`src/verilog/fppc_pkg.sv`:
```
`default_nettype none
package fppc_pkg;
  // clock and timing
  localparam int unsigned CLK_PERIOD_NS = 100;
  localparam int unsigned PROG_TIME_NS = 6800000;
  localparam int unsigned PROG_CYCLES = (PROG_TIME_NS + CLK_PERIOD_NS - 1) / CLK_PERIOD_NS;
  localparam int unsigned CNT_W = 17;
  // page addressing: sector and page folded into one index
  localparam int unsigned PAGE_W = 6;
  localparam int unsigned PAGES = 64;
  localparam int unsigned WCNT_W = 16;
  localparam logic [15:0] WRITE_THRESHOLD = 16'h03E8;
  // register byte offsets
  localparam logic [4:0] OFS_CMD = 5'h00;
  localparam logic [4:0] OFS_BUF = 5'h04;
  localparam logic [4:0] OFS_STAT = 5'h08;
  localparam logic [4:0] OFS_IRQ_STATUS = 5'h0C;
  localparam logic [4:0] OFS_IRQ_MASK = 5'h10;
  // command register fields
  localparam int unsigned CMD_PROG_BIT = 0;
  localparam int unsigned CMD_ERASE_BIT = 1;
  localparam int unsigned CMD_REDIR_BIT = 2;
  localparam int unsigned CMD_LOCK_BIT = 3;
  localparam int unsigned CMD_ADDR_LSB = 8;
  // buffer register fields
  localparam int unsigned BUF_ADDR_LSB = 0;
  localparam int unsigned BUF_MOD_BIT = 8;
  localparam int unsigned BUF_PLP_BIT = 9;
  // status register fields
  localparam int unsigned STAT_BUSY_BIT = 0;
  localparam int unsigned STAT_CODE_LSB = 1;
  localparam int unsigned STAT_ADDR_LSB = 8;
  // interrupt status bits
  localparam int unsigned IRQ_DONE_BIT = 0;
  localparam int unsigned IRQ_ERR_BIT = 1;
  localparam logic [1:0] IRQ_RESET = 2'h0;
  localparam logic [1:0] IRQ_MASK_RESET = 2'h0;
  // outcome codes
  localparam logic [1:0] ST_OK = 2'h0;
  localparam logic [1:0] ST_REFUSED = 2'h1;
  localparam logic [1:0] ST_ECC = 2'h2;
  localparam logic [1:0] ST_WEAR = 2'h3;

  typedef struct packed {
    logic erase;
    logic redirect;
    logic lock;
    logic [PAGE_W-1:0] addr;
  } fppc_cmd_t;

  typedef struct packed {
    logic [PAGE_W-1:0] addr;
    logic modified;
    logic plp;
  } fppc_buf_t;
endpackage : fppc_pkg
`default_nettype wire

```
`src/verilog/fppc_timer.sv`:
```
`timescale 1ns/1ps
`default_nettype none
module fppc_timer #(
  parameter int unsigned CYCLES = fppc_pkg::PROG_CYCLES
) (
  input wire logic clock,
  input wire logic rst,
  input wire logic start,
  output logic running,
  output logic done
);
  logic [fppc_pkg::CNT_W-1:0] cnt_reg, cnt_next;
  logic run_reg, run_next;
  logic done_reg, done_next;

  // count down the array write time, pulse done in the cycle after the last
  always_comb begin
    cnt_next = cnt_reg;
    run_next = run_reg;
    done_next = 1'b0;
    if (start && !run_reg) begin
      cnt_next = fppc_pkg::CNT_W'(CYCLES - 1);
      run_next = 1'b1;
    end else if (run_reg) begin
      if (cnt_reg == '0) begin
        run_next = 1'b0;
        done_next = 1'b1;
      end else begin
        cnt_next = cnt_reg - 1'b1;
      end
    end
  end

  always_ff @(posedge clock) begin
    if (rst) begin
      cnt_reg <= '0;
      run_reg <= 1'b0;
      done_reg <= 1'b0;
    end else begin
      cnt_reg <= cnt_next;
      run_reg <= run_next;
      done_reg <= done_next;
    end
  end

  assign running = run_reg;
  assign done = done_reg;
endmodule : fppc_timer
`default_nettype wire

```
`src/verilog/fppc_check.sv`:
```
`timescale 1ns/1ps
`default_nettype none
module fppc_check (
  input var fppc_pkg::fppc_cmd_t cmd,
  input var fppc_pkg::fppc_buf_t buf_state,
  input wire logic target_locked,
  output logic refuse
);
  logic mismatch;

  // decide whether a request is turned away before any array write
  always_comb begin
    mismatch = cmd.addr != buf_state.addr;
    refuse = 1'b0;
    if (target_locked) begin
      refuse = 1'b1;
    end else if (cmd.erase) begin
      refuse = 1'b0;
    end else if (mismatch) begin
      // a foreign page is taken only on redirect without page-loss protection
      refuse = !cmd.redirect || buf_state.plp;
    end else begin
      refuse = !buf_state.modified;
    end
  end
endmodule : fppc_check
`default_nettype wire

```
`src/verilog/fppc_top.sv`:
```
// The Avalon-MM slave port and the placing of the registers are this design's own decisions.
`timescale 1ns/1ps
`default_nettype none
module fppc_top #(
  parameter int unsigned PROG_CYCLES = fppc_pkg::PROG_CYCLES
) (
  input wire logic clock,
  input wire logic rst,
  input wire logic [4:0] avs_address,
  input wire logic avs_read,
  input wire logic avs_write,
  input wire logic [31:0] avs_writedata,
  input wire logic [3:0] avs_byteenable,
  output logic [31:0] avs_readdata,
  output logic avs_waitrequest,
  input wire logic ecc_uncorrectable,
  output logic busy,
  output logic [1:0] status_code,
  output logic [5:0] array_page,
  output logic irq
);
  // expand byte enables into a bit mask
  function automatic logic [31:0] fppc_be_mask(input logic [3:0] be);
    logic [31:0] m;
    m = '0;
    for (int i = 0; i < 4; i++) begin
      m[i*8 +: 8] = {8{be[i]}};
    end
    return m;
  endfunction : fppc_be_mask

  // true when the bus request hits the given offset
  function automatic logic fppc_hit(input logic [4:0] a, input logic [4:0] ofs);
    return a == ofs;
  endfunction : fppc_hit

  // pack the status register word
  function automatic logic [31:0] fppc_stat_word(input logic b, input logic [1:0] c,
    input logic [5:0] p);
    logic [31:0] w;
    w = '0;
    w[fppc_pkg::STAT_BUSY_BIT] = b;
    w[fppc_pkg::STAT_CODE_LSB +: 2] = c;
    w[fppc_pkg::STAT_ADDR_LSB +: fppc_pkg::PAGE_W] = p;
    return w;
  endfunction : fppc_stat_word

  // pack the buffer register word
  function automatic logic [31:0] fppc_buf_word(input fppc_pkg::fppc_buf_t bs);
    logic [31:0] w;
    w = '0;
    w[fppc_pkg::BUF_ADDR_LSB +: fppc_pkg::PAGE_W] = bs.addr;
    w[fppc_pkg::BUF_MOD_BIT] = bs.modified;
    w[fppc_pkg::BUF_PLP_BIT] = bs.plp;
    return w;
  endfunction : fppc_buf_word

  // final code of a page write: wear beats an ecc failure
  function automatic logic [1:0] fppc_final_code(input logic worn, input logic ecc_bad);
    logic [1:0] c;
    c = fppc_pkg::ST_OK;
    if (ecc_bad) begin
      c = fppc_pkg::ST_ECC;
    end
    if (worn) begin
      c = fppc_pkg::ST_WEAR;
    end
    return c;
  endfunction : fppc_final_code

  typedef enum logic [1:0] {FPPC_IDLE, FPPC_WRITE, FPPC_REPORT} fppc_state_t;

  // bus handshake state
  logic wait_reg, wait_next;
  logic [31:0] rdata_reg, rdata_next;
  logic acc;
  logic wr_acc;
  logic [31:0] wmask;
  logic [31:0] wval;

  // software visible state
  fppc_pkg::fppc_buf_t buf_reg, buf_next;
  logic [1:0] irq_stat_reg, irq_stat_next;
  logic [1:0] irq_mask_reg, irq_mask_next;
  logic irq_reg, irq_next;

  // operation state
  fppc_state_t state_reg, state_next;
  fppc_pkg::fppc_cmd_t cmd_reg, cmd_next;
  fppc_pkg::fppc_cmd_t req_cmd;
  logic [1:0] code_reg, code_next;
  logic [5:0] page_reg, page_next;
  logic [fppc_pkg::PAGES-1:0] lock_reg, lock_next;
  logic req_prog, req_erase, req_any;
  logic refuse;
  logic timer_start;
  logic timer_run;
  logic timer_done;
  logic [1:0] ev_set;
  logic [fppc_pkg::WCNT_W-1:0] wcount [fppc_pkg::PAGES];
  logic wcount_bump;

  // access completing at this edge, and its lane-masked write data
  assign acc = (avs_read || avs_write) && !wait_reg;
  assign wr_acc = avs_write && !wait_reg;
  assign wmask = fppc_be_mask(avs_byteenable);
  assign wval = avs_writedata & wmask;

  // decode a command register write into a request
  always_comb begin
    req_prog = 1'b0;
    req_erase = 1'b0;
    if (wr_acc && fppc_hit(avs_address, fppc_pkg::OFS_CMD) && avs_byteenable[0]) begin
      req_prog = avs_writedata[fppc_pkg::CMD_PROG_BIT];
      req_erase = avs_writedata[fppc_pkg::CMD_ERASE_BIT] && !req_prog;
    end
    req_any = (req_prog || req_erase) && state_reg == FPPC_IDLE;
    req_cmd.erase = req_erase && !req_prog;
    // redirect and lock are only looked at along with a request
    req_cmd.redirect = req_any && avs_writedata[fppc_pkg::CMD_REDIR_BIT];
    req_cmd.lock = req_any && req_prog && avs_writedata[fppc_pkg::CMD_LOCK_BIT];
    req_cmd.addr = avs_writedata[fppc_pkg::CMD_ADDR_LSB +: fppc_pkg::PAGE_W];
  end

  fppc_check u_check (
    .cmd(req_cmd),
    .buf_state(buf_reg),
    .target_locked(lock_reg[req_cmd.addr]),
    .refuse(refuse)
  );

  fppc_timer #(
    .CYCLES(PROG_CYCLES)
  ) u_timer (
    .clock(clock),
    .rst(rst),
    .start(timer_start),
    .running(timer_run),
    .done(timer_done)
  );

  // operation sequencer
  always_comb begin
    state_next = state_reg;
    cmd_next = cmd_reg;
    code_next = code_reg;
    page_next = page_reg;
    lock_next = lock_reg;
    timer_start = 1'b0;
    wcount_bump = 1'b0;
    ev_set = 2'h0;
    unique case (state_reg)
      FPPC_IDLE: begin
        if (req_any) begin
          cmd_next = req_cmd;
          page_next = req_cmd.addr;
          if (refuse) begin
            code_next = fppc_pkg::ST_REFUSED;
            ev_set[fppc_pkg::IRQ_DONE_BIT] = 1'b1;
            ev_set[fppc_pkg::IRQ_ERR_BIT] = 1'b1;
          end else begin
            code_next = fppc_pkg::ST_OK;
            timer_start = 1'b1;
            state_next = FPPC_WRITE;
          end
        end
      end
      FPPC_WRITE: begin
        if (timer_done) begin
          state_next = FPPC_REPORT;
        end
      end
      FPPC_REPORT: begin
        // outcome is settled in the same edge that drops busy
        state_next = FPPC_IDLE;
        ev_set[fppc_pkg::IRQ_DONE_BIT] = 1'b1;
        if (cmd_reg.erase) begin
          code_next = fppc_pkg::ST_OK;
        end else begin
          wcount_bump = 1'b1;
          if (cmd_reg.lock) begin
            lock_next[cmd_reg.addr] = 1'b1;
          end
          // wear is judged on the count before this write
          code_next = fppc_final_code(wcount[cmd_reg.addr] >= fppc_pkg::WRITE_THRESHOLD,
            ecc_uncorrectable);
          if (code_next != fppc_pkg::ST_OK) begin
            ev_set[fppc_pkg::IRQ_ERR_BIT] = 1'b1;
          end
        end
      end
      default: begin
        state_next = FPPC_IDLE; // unused state code falls back to idle
      end
    endcase
  end

  // operation state registers
  always_ff @(posedge clock) begin
    if (rst) begin
      state_reg <= FPPC_IDLE;
      cmd_reg <= '0;
      code_reg <= fppc_pkg::ST_OK;
      page_reg <= '0;
      lock_reg <= '0;
    end else begin
      state_reg <= state_next;
      cmd_reg <= cmd_next;
      code_reg <= code_next;
      page_reg <= page_next;
      lock_reg <= lock_next;
    end
  end

  // per-page write counters, bumped once per completed page write
  genvar gp;
  generate
    for (gp = 0; gp < fppc_pkg::PAGES; gp++) begin : g_wcount
      logic [fppc_pkg::WCNT_W-1:0] wc_next;
      // saturating count of this page's completed writes
      always_comb begin
        wc_next = wcount[gp];
        if (wcount_bump && cmd_reg.addr == fppc_pkg::PAGE_W'(gp) && wcount[gp] != '1) begin
          wc_next = wcount[gp] + 1'b1;
        end
      end
      // counter register of this page
      always_ff @(posedge clock) begin
        if (rst) begin
          wcount[gp] <= '0;
        end else begin
          wcount[gp] <= wc_next;
        end
      end
    end
  endgenerate

  // bus slave: one wait cycle, then the access completes
  always_comb begin
    wait_next = 1'b1;
    rdata_next = rdata_reg;
    buf_next = buf_reg;
    irq_mask_next = irq_mask_reg;
    irq_stat_next = irq_stat_reg | ev_set;
    if ((avs_read || avs_write) && wait_reg) begin
      wait_next = 1'b0;
      rdata_next = '0;
      if (avs_read) begin
        unique case (avs_address)
          fppc_pkg::OFS_BUF: rdata_next = fppc_buf_word(buf_reg);
          fppc_pkg::OFS_STAT: rdata_next = fppc_stat_word(timer_run || state_reg != FPPC_IDLE,
            code_reg, page_reg);
          fppc_pkg::OFS_IRQ_STATUS: rdata_next[1:0] = irq_stat_reg;
          fppc_pkg::OFS_IRQ_MASK: rdata_next[1:0] = irq_mask_reg;
          default: rdata_next = '0; // command and unmapped read as zero
        endcase
      end
    end
    if (acc && avs_read && fppc_hit(avs_address, fppc_pkg::OFS_IRQ_STATUS)) begin
      // clear only what was returned; a new event in this cycle survives
      irq_stat_next = (irq_stat_reg & ~rdata_reg[1:0]) | ev_set;
    end
    if (wr_acc && fppc_hit(avs_address, fppc_pkg::OFS_BUF)) begin
      if (avs_byteenable[0]) begin
        buf_next.addr = wval[fppc_pkg::BUF_ADDR_LSB +: fppc_pkg::PAGE_W];
      end
      if (avs_byteenable[1]) begin
        buf_next.modified = wval[fppc_pkg::BUF_MOD_BIT];
        buf_next.plp = wval[fppc_pkg::BUF_PLP_BIT];
      end
    end
    if (wr_acc && fppc_hit(avs_address, fppc_pkg::OFS_IRQ_MASK) && avs_byteenable[0]) begin
      irq_mask_next = wval[1:0];
    end
    // a finished write to the buffered page leaves the buffer clean
    if (state_reg == FPPC_REPORT && !cmd_reg.erase && cmd_reg.addr == buf_reg.addr) begin
      buf_next.modified = 1'b0;
    end
    irq_next = |(irq_stat_next & irq_mask_next);
  end

  // bus handshake and register file state
  always_ff @(posedge clock) begin
    if (rst) begin
      wait_reg <= 1'b1;
      rdata_reg <= '0;
      buf_reg <= '0;
      irq_stat_reg <= fppc_pkg::IRQ_RESET;
      irq_mask_reg <= fppc_pkg::IRQ_MASK_RESET;
      irq_reg <= 1'b0;
    end else begin
      wait_reg <= wait_next;
      rdata_reg <= rdata_next;
      buf_reg <= buf_next;
      irq_stat_reg <= irq_stat_next;
      irq_mask_reg <= irq_mask_next;
      irq_reg <= irq_next;
    end
  end

  // busy mirrors the write phase, including the reporting cycle
  logic busy_reg, busy_next;
  always_comb begin
    busy_next = busy_reg;
    if (timer_start) begin
      busy_next = 1'b1;
    end else if (state_reg == FPPC_REPORT) begin
      busy_next = 1'b0;
    end
  end

  // busy register
  always_ff @(posedge clock) begin
    if (rst) begin
      busy_reg <= 1'b0;
    end else begin
      busy_reg <= busy_next;
    end
  end

  // outputs come straight from their flip-flops
  assign avs_readdata = rdata_reg;
  assign avs_waitrequest = wait_reg;
  assign busy = busy_reg;
  assign status_code = code_reg;
  assign array_page = page_reg;
  assign irq = irq_reg;
endmodule : fppc_top
`default_nettype wire

```
`config.mk`:
```
export PLATFORM = sky130hd
export DESIGN_NAME = fppc_top
export DESIGN_NICKNAME = d
export VERILOG_FILES = /design/src/verilog/fppc_pkg.sv /design/src/verilog/fppc_timer.sv /design/src/verilog/fppc_check.sv /design/src/verilog/fppc_top.sv
export SDC_FILE = /design/constraint.sdc
export NUM_CORES = 2
export LEC_CHECK = 0
export BUFFER_PORTS_ARGS = -buffer_cell sky130_fd_sc_hd__buf_4
export CAP_MARGIN = 20
export CORE_ASPECT_RATIO = 2
export CORE_UTILIZATION = 59
export CTS_BUF_LIST = sky130_fd_sc_hd__clkbuf_4
export DETAILED_ROUTE_END_ITERATION = 6
export GPL_TIMING_DRIVEN = 0
export PLACE_DENSITY = 0.82
export RECOVER_POWER = 100
export SLEW_MARGIN = 20
export SYNTH_ARGS = -nofsm -noshare
export SYNTH_HDL_FRONTEND = slang
export SYNTH_SLANG_ARGS = --single-unit
export TNS_END_PERCENT = 1
```
`constraint.sdc`:
```
create_clock -name clock -period 2.4 [get_ports clock]
set_input_delay 0.36 -clock clock [delete_from_list [all_inputs] [get_ports clock]]
set_output_delay 0.36 -clock clock [all_outputs]
set_load 0.01 [all_outputs]
```
---- Yosys cells after proc, flatten, opt, wreduce, memory -nomap -nowiden ----
Memory sizes are Yosys's and may differ from the RTL's. A register that Yosys moved wholly into a read port is not among the register bits.
Index checks and enable logic that the tools add are counted.
operators by class
  $lt $le $gt $ge ......................... 4
  reductions and logical operators ........ 180
  eq/ne operators ......................... 139
  $add $sub $neg .......................... 65
  bitwise operators ....................... 74
  muxes and demuxes ....................... 179
operators by type and width
  operator                                                                 number
  16-bit 2-to-1 mux                                                        128
  16-bit by 1-bit adder with 16-bit output, second input constant          64
  16-bit inequality test, second input constant                            64
  6-bit == test, second input constant                                     32
  1-bit logical AND                                                        148
  6-bit by 5-bit == test with 1-bit output, second input constant          16
  1-bit OR                                                                 64
  64-bit OR                                                                1
  17-bit 2-to-1 mux                                                        3
  6-bit by 4-bit == test with 1-bit output, second input constant          8
  2-bit 2-to-1 mux                                                         13
  1-bit 2-to-1 mux                                                         25
  6-bit by 3-bit == test with 1-bit output, second input constant          4
  12-bit one-hot mux with 2 select lines                                   1
  17-bit zero test                                                         1
  17-bit by 1-bit subtractor with 17-bit output, second input constant     1
  16-bit by 10-bit >= comparator with 1-bit output, second input constant  1
  6-bit by 7-bit < comparator with 1-bit output, second input constant     2
  14-bit 2-to-1 mux                                                        1
  6-bit by 2-bit == test with 1-bit output, second input constant          2
  6-bit 2-to-1 mux                                                         2
  2-bit one-hot mux with 2 select lines                                    3
  2-bit AND reduction                                                      6
  10-bit AND                                                               1
  other kinds (27)                                                         50
storage, ports and cells
  word-level logic and storage cells ...... 661
  memories kept ........................... 1
  register bits after elaboration ......... 142
  bits of input ports ..................... 46
  bits in writable memories ............... 1024
memories
  name    words  width  read ports  clocked after memory_dff  write ports  RTL line         RTL
  wcount  64     16     65          1                         64           fppc_top.sv:100  logic [fppc_pkg::WCNT_W-1:0] wcount [fppc_pkg::PAGES];

---- Depth between registers and ports, before layout ----
  depth after elaboration ................. 20
  gate-level depth with buffers ........... 13

---- Hierarchy ----
Synthesis repeated with hierarchy kept, for this count alone.
second synthesis, totals
  cells, all modules ...................... 6332
  area total of the unflattened synthesis .. 53761.6 sq um
by module, submodules not included
  module      times used  cells an instance  area each (sq um)
  fppc_top    1           6207               52640.5
  fppc_timer  1           113                1006.0
  fppc_check  1           12                 115.1

---- Least setup slack after synthesis ----
Ideal clock, no wire load.
  path kind ............................... input -> register
  start point ............................. input port avs_writedata[9]
  end point ............................... register u_timer.cnt_reg[10] (netlist name)
  cell stages on the path ................. 11
  setup time .............................. 0.115 ns
  setup slack ............................. -0.159 ns
  data arrival time ....................... 2.444 ns
  path buffers ............................ 3
  path through ............................ buf_2 clkbuf_1 mux4_2 nand3b_1 a21oi_1 a2111oi_2 o22ai_1 or3_1 nand2b_1 buf_2 nor2_1
on the way
  cells in the longest elaborated chain, start to end .. 9
RTL lines
  item                                                                               RTL line          RTL
  start, declared                                                                    fppc_top.sv:12    input wire logic [31:0] avs_writedata,
  branches (longest 3 deep; another with 1-bit binary-select mux with 6-bit select)  n/a
  1-bit 2-to-1 mux (*)                                                               fppc_check.sv:15  if (target_locked) begin
  1-bit 2-to-1 mux (*)                                                               fppc_top.sv:157   if (refuse) begin
  1-bit 2-to-1 mux (*)                                                               fppc_top.sv:154   if (req_any) begin
  1-bit 2-to-1 mux (*)                                                               fppc_top.sv:152   unique case (state_reg)
  1-bit logical AND (*)                                                              fppc_timer.sv:21  if (start && !run_reg) begin
  2-bit OR reduction (no source line) (*)                                            n/a
  end signal, assigned                                                               fppc_timer.sv:40  cnt_reg <= cnt_next;
  end, declared                                                                      fppc_timer.sv:12  logic [fppc_pkg::CNT_W-1:0] cnt_reg, cnt_next;
Mark *: on every way between the ends. The select of a mux whose other input is x is not followed.
A chain may end at the register's enable or synchronous reset.

==> flow_metrics.env <==
export IMPL_powerDensity_nw_per_um2=555
export IMPL_timing_final_crit_share=1.49
export IMPL_cts_tree="built"
export IMPL_placed_cells=7572
export IMPL_overflow=0
export IMPL_route_detailed_drc=46
export IMPL_holdPathStages=4
export IMPL_cts_buffers=274
export IMPL_finClkSkew_ns=0.143
export IMPL_antenna_found_initial=16
export IMPL_synthAdderAreaFrac=0.0150
export IMPL_status="finished, violations left"
export IMPL_wl_per_cell_um=24.1
export IMPL_grt_max_degree=17
export IMPL_synth_distinct_cells=109
export IMPL_finalWeightedCongestion=1.05
export IMPL_r2r_cells=12
export IMPL_min_period_ns=3.57
export IMPL_worstPathArrival_ns=4.61
export IMPL_violations="DRC, capacitance limit, slew limit, setup timing"
export IMPL_setup_violations=1017
export IMPL_yosysMostFrequentCell="nor2_1"
export IMPL_leakagePower_nw=22.3
export IMPL_postSynthCellCount=6317
export IMPL_hpwlAfterDp_um=127000
export IMPL_finalSetupTns_ns=-410.31
export IMPL_crit_path_end_kind="register"
export IMPL_totalWireLength_um=196000
export IMPL_detail_route_antenna_nets=0
export IMPL_final_util=0.701
export IMPL_rsz0062_at_grt="true"
export IMPL_largest_reg_flops=1024
export IMPL_coreArea_sq_um=91300
export IMPL_ys_top_cells_by_count="nor2_1 (1,242), dfxtp_1 (1,152), xor2_1 (564)"
export IMPL_drv_slew=11
export IMPL_grt_usage=0.401
export IMPL_power_mw=35.5
export IMPL_synthSimpleGateAreaFrac=0.279
export IMPL_synth_area_leaders="dfxtp_1 (42%), xor2_1 (9.1%), nor2_1 (8.6%), xnor2_1 (4.7%), nand4_1 (3.5%)"
export IMPL_drt_pre_antenna_iters=7
export IMPL_root_buffer="clkbuf_4"
export IMPL_grt_pass1_wl_um=284000
export IMPL_synth_compound_area_share=0.0761
export IMPL_synth_edf_count=0
export IMPL_clkTransAtPathRegs_ns=0.08
export IMPL_grt_pass1_vias=50500
export IMPL_yosys_area_top_type="dfxtp_1"
export IMPL_critPathRequiredTime_ns=3.44
export IMPL_yosys_warnings=0
export IMPL_worst_pin_slew_ns=1.57
export IMPL_numPortBuffers=40
export IMPL_synthXorXnorAreaFrac=0.138
export IMPL_ys_seq_elements=1152
export IMPL_synth_area_mux_share=0.0379
export IMPL_synth_top_area_share=0.424
export IMPL_floorplan_initialDensity=0.595
export IMPL_place_area_sq_um=56300
export IMPL_final_cells=8143
export IMPL_vias=52400
export IMPL_yosys_most_used_dff="dfxtp_1"
export IMPL_cp_max_fo=10
export IMPL_drive_gt1_frac=0.165
export IMPL_clk_latency_ns=1.29
export IMPL_design_area_sq_um=64000
export IMPL_cts_buffer_depth=4
export IMPL_dieArea_sq_um=93500
export IMPL_syn_area_sq_um=54400
export IMPL_max_freq_mhz=280
export IMPL_synthArstFlopShare=0
export IMPL_seq_area_frac_synth=0.424
export IMPL_area_growth_pct=17.7
export IMPL_hold_viol=0
export IMPL_setup_ws_ns=-1.17
export IMPL_criticalPathCategory="reg -> reg"
export IMPL_drt_iter0_markers=4758
export IMPL_max_cap_violations=1
export IMPL_synth_top_family_by_area="simple AND/OR/NAND/NOR gates"
export IMPL_vdd_ir_drop_max_v=0.000497
export IMPL_htree_levels=5
export IMPL_slew_headroom=-0.0497
export IMPL_ios=89
export IMPL_cts_num_sinks=1152
export IMPL_nets=6880
export IMPL_die_w_um=217
export IMPL_cp_start_kind="register"
export IMPL_vias_per_cell=6.43
export IMPL_core_rowCount=157
export IMPL_fp_dieH_um=431
export IMPL_hold_path_class="in -> reg"
export IMPL_synth_avg_cell_area_sq_um=8.61
## layout by cell type (no fill, tap or decap), types with 18 or more instances in the layout
| master | netlist | routed |
|---|---|---|
| nor2_1 | 1242 | 1169 |
| dfxtp_1 | 1152 | 1119 |
| xor2_1 | 564 | 563 |
| nand2_1 | 451 | 428 |
| clkbuf_4 | 0 | 381 |
| nand3_1 | 352 | 316 |
| nand4_1 | 307 | 307 |
| xnor2_1 | 290 | 290 |
| a21oi_1 | 270 | 254 |
| o21ai_0 | 150 | 145 |
| or3_1 | 153 | 141 |
| clkbuf_1 | 159 | 136 |
| buf_4 | 41 | 124 |
| and3_1 | 120 | 101 |
| inv_1 | 101 | 98 |
| nor3_1 | 129 | 87 |
| and4_1 | 90 | 80 |
| mux2i_1 | 80 | 80 |
| ha_1 | 65 | 65 |
| nor4_1 | 65 | 52 |
| mux4_2 | 52 | 52 |
| clkinv_1 | 0 | 52 |
| nor2_2 | 2 | 41 |
| buf_12 | 1 | 39 |
| dlygate4sd3_1 | 0 | 38 |
| nor3_2 | 8 | 37 |
| nor2_4 | 0 | 35 |
| dfxtp_2 | 0 | 28 |
| and2_1 | 29 | 24 |
| buf_6 | 6 | 23 |
| o211ai_1 | 23 | 23 |
| nand3_4 | 3 | 22 |
| conb_1 | 1 | 20 |
| and3_4 | 0 | 19 |
| nand3_2 | 2 | 19 |
| diode_2 | 0 | 18 |
## report_power, final
part	switching, mW	internal (mW)
clock network	8.20	7.44
registers	0.00472	19.1
logic	0.602	0.170
total	8.81	26.7
## logic make-up after synthesis
logic type / after synthesis
simple gates: 3097
flops: 1152
xor+xnor: 854
compound gates: 645
buf+inv: 363
mux: 140
fa+ha+maj: 65
other cells: 1
## stage by stage
stage	setup slack, ns	hold WS, ns
6_report	-1.17	0.0545
5_1_grt	-1.07	0.0961
4_1_cts	-0.885	0.00212
3_5_place_dp	-2.31	0.448
3_3_place_gp	-2.70	0.442
2_1_floorplan	-0.0579	0.429
## layout make-up
cell class	count	area (sq um)
multi-input combinational	4821	32200
fill	6570	27300
sequential	1152	23100
clock buffer	377	2830
buffer	257	2080
timing repair buffer	159	1500
tap	1192	1490
inverter	104	400
clock inverter	63	300
antenna	18	45.0
## path summary, 6_finish.rpt
path	start	slack, ns	end
min	avs_writedata[0]	0.05	buf_reg[2]
min reg2reg	lock_reg[0]	0.47	lock_reg[0]
max	register	-1.17	irq
max reg2reg	register	-1.17	irq
## worst max-delay path, cell delays in order (launching register included)
cell and delay (ns):
dfxtp_1 0.34, buf_6 0.26, clkinvlp_4 0.17, buf_6 0.22, buf_12 0.22, buf_12 0.20, a211oi_1 0.26, a31oi_1 0.11
a311oi_2 0.35, o32ai_4 0.21, a211oi_2 0.31, o311ai_2 0.17, a211o_2 0.43
## timing repair
action                                   CTS  global route
endpoints found under the hold margin     51             0
endpoints found under the setup margin  1048           709
cloned                                     3             0
gates resized for setup                  559           283
pin swaps                                 84            92
setup buffers                             51            20
hold buffers                              40             0
## per-layer routing
metal / up-vias / part of all wire / wire length, um / GRT usage
met4: 6 / 0.13 / 24600 / 0.411
met3: 1368 / 0.11 / 21500 / 0.138
met5: - / 0.00024 / 47 / 0
met2: 3155 / 0.46 / 89700 / 0.655
met1: 24800 / 0.31 / 60000 / 0.380
li1: 23100 / - / - / -
(Power assumes the default switching activity.)
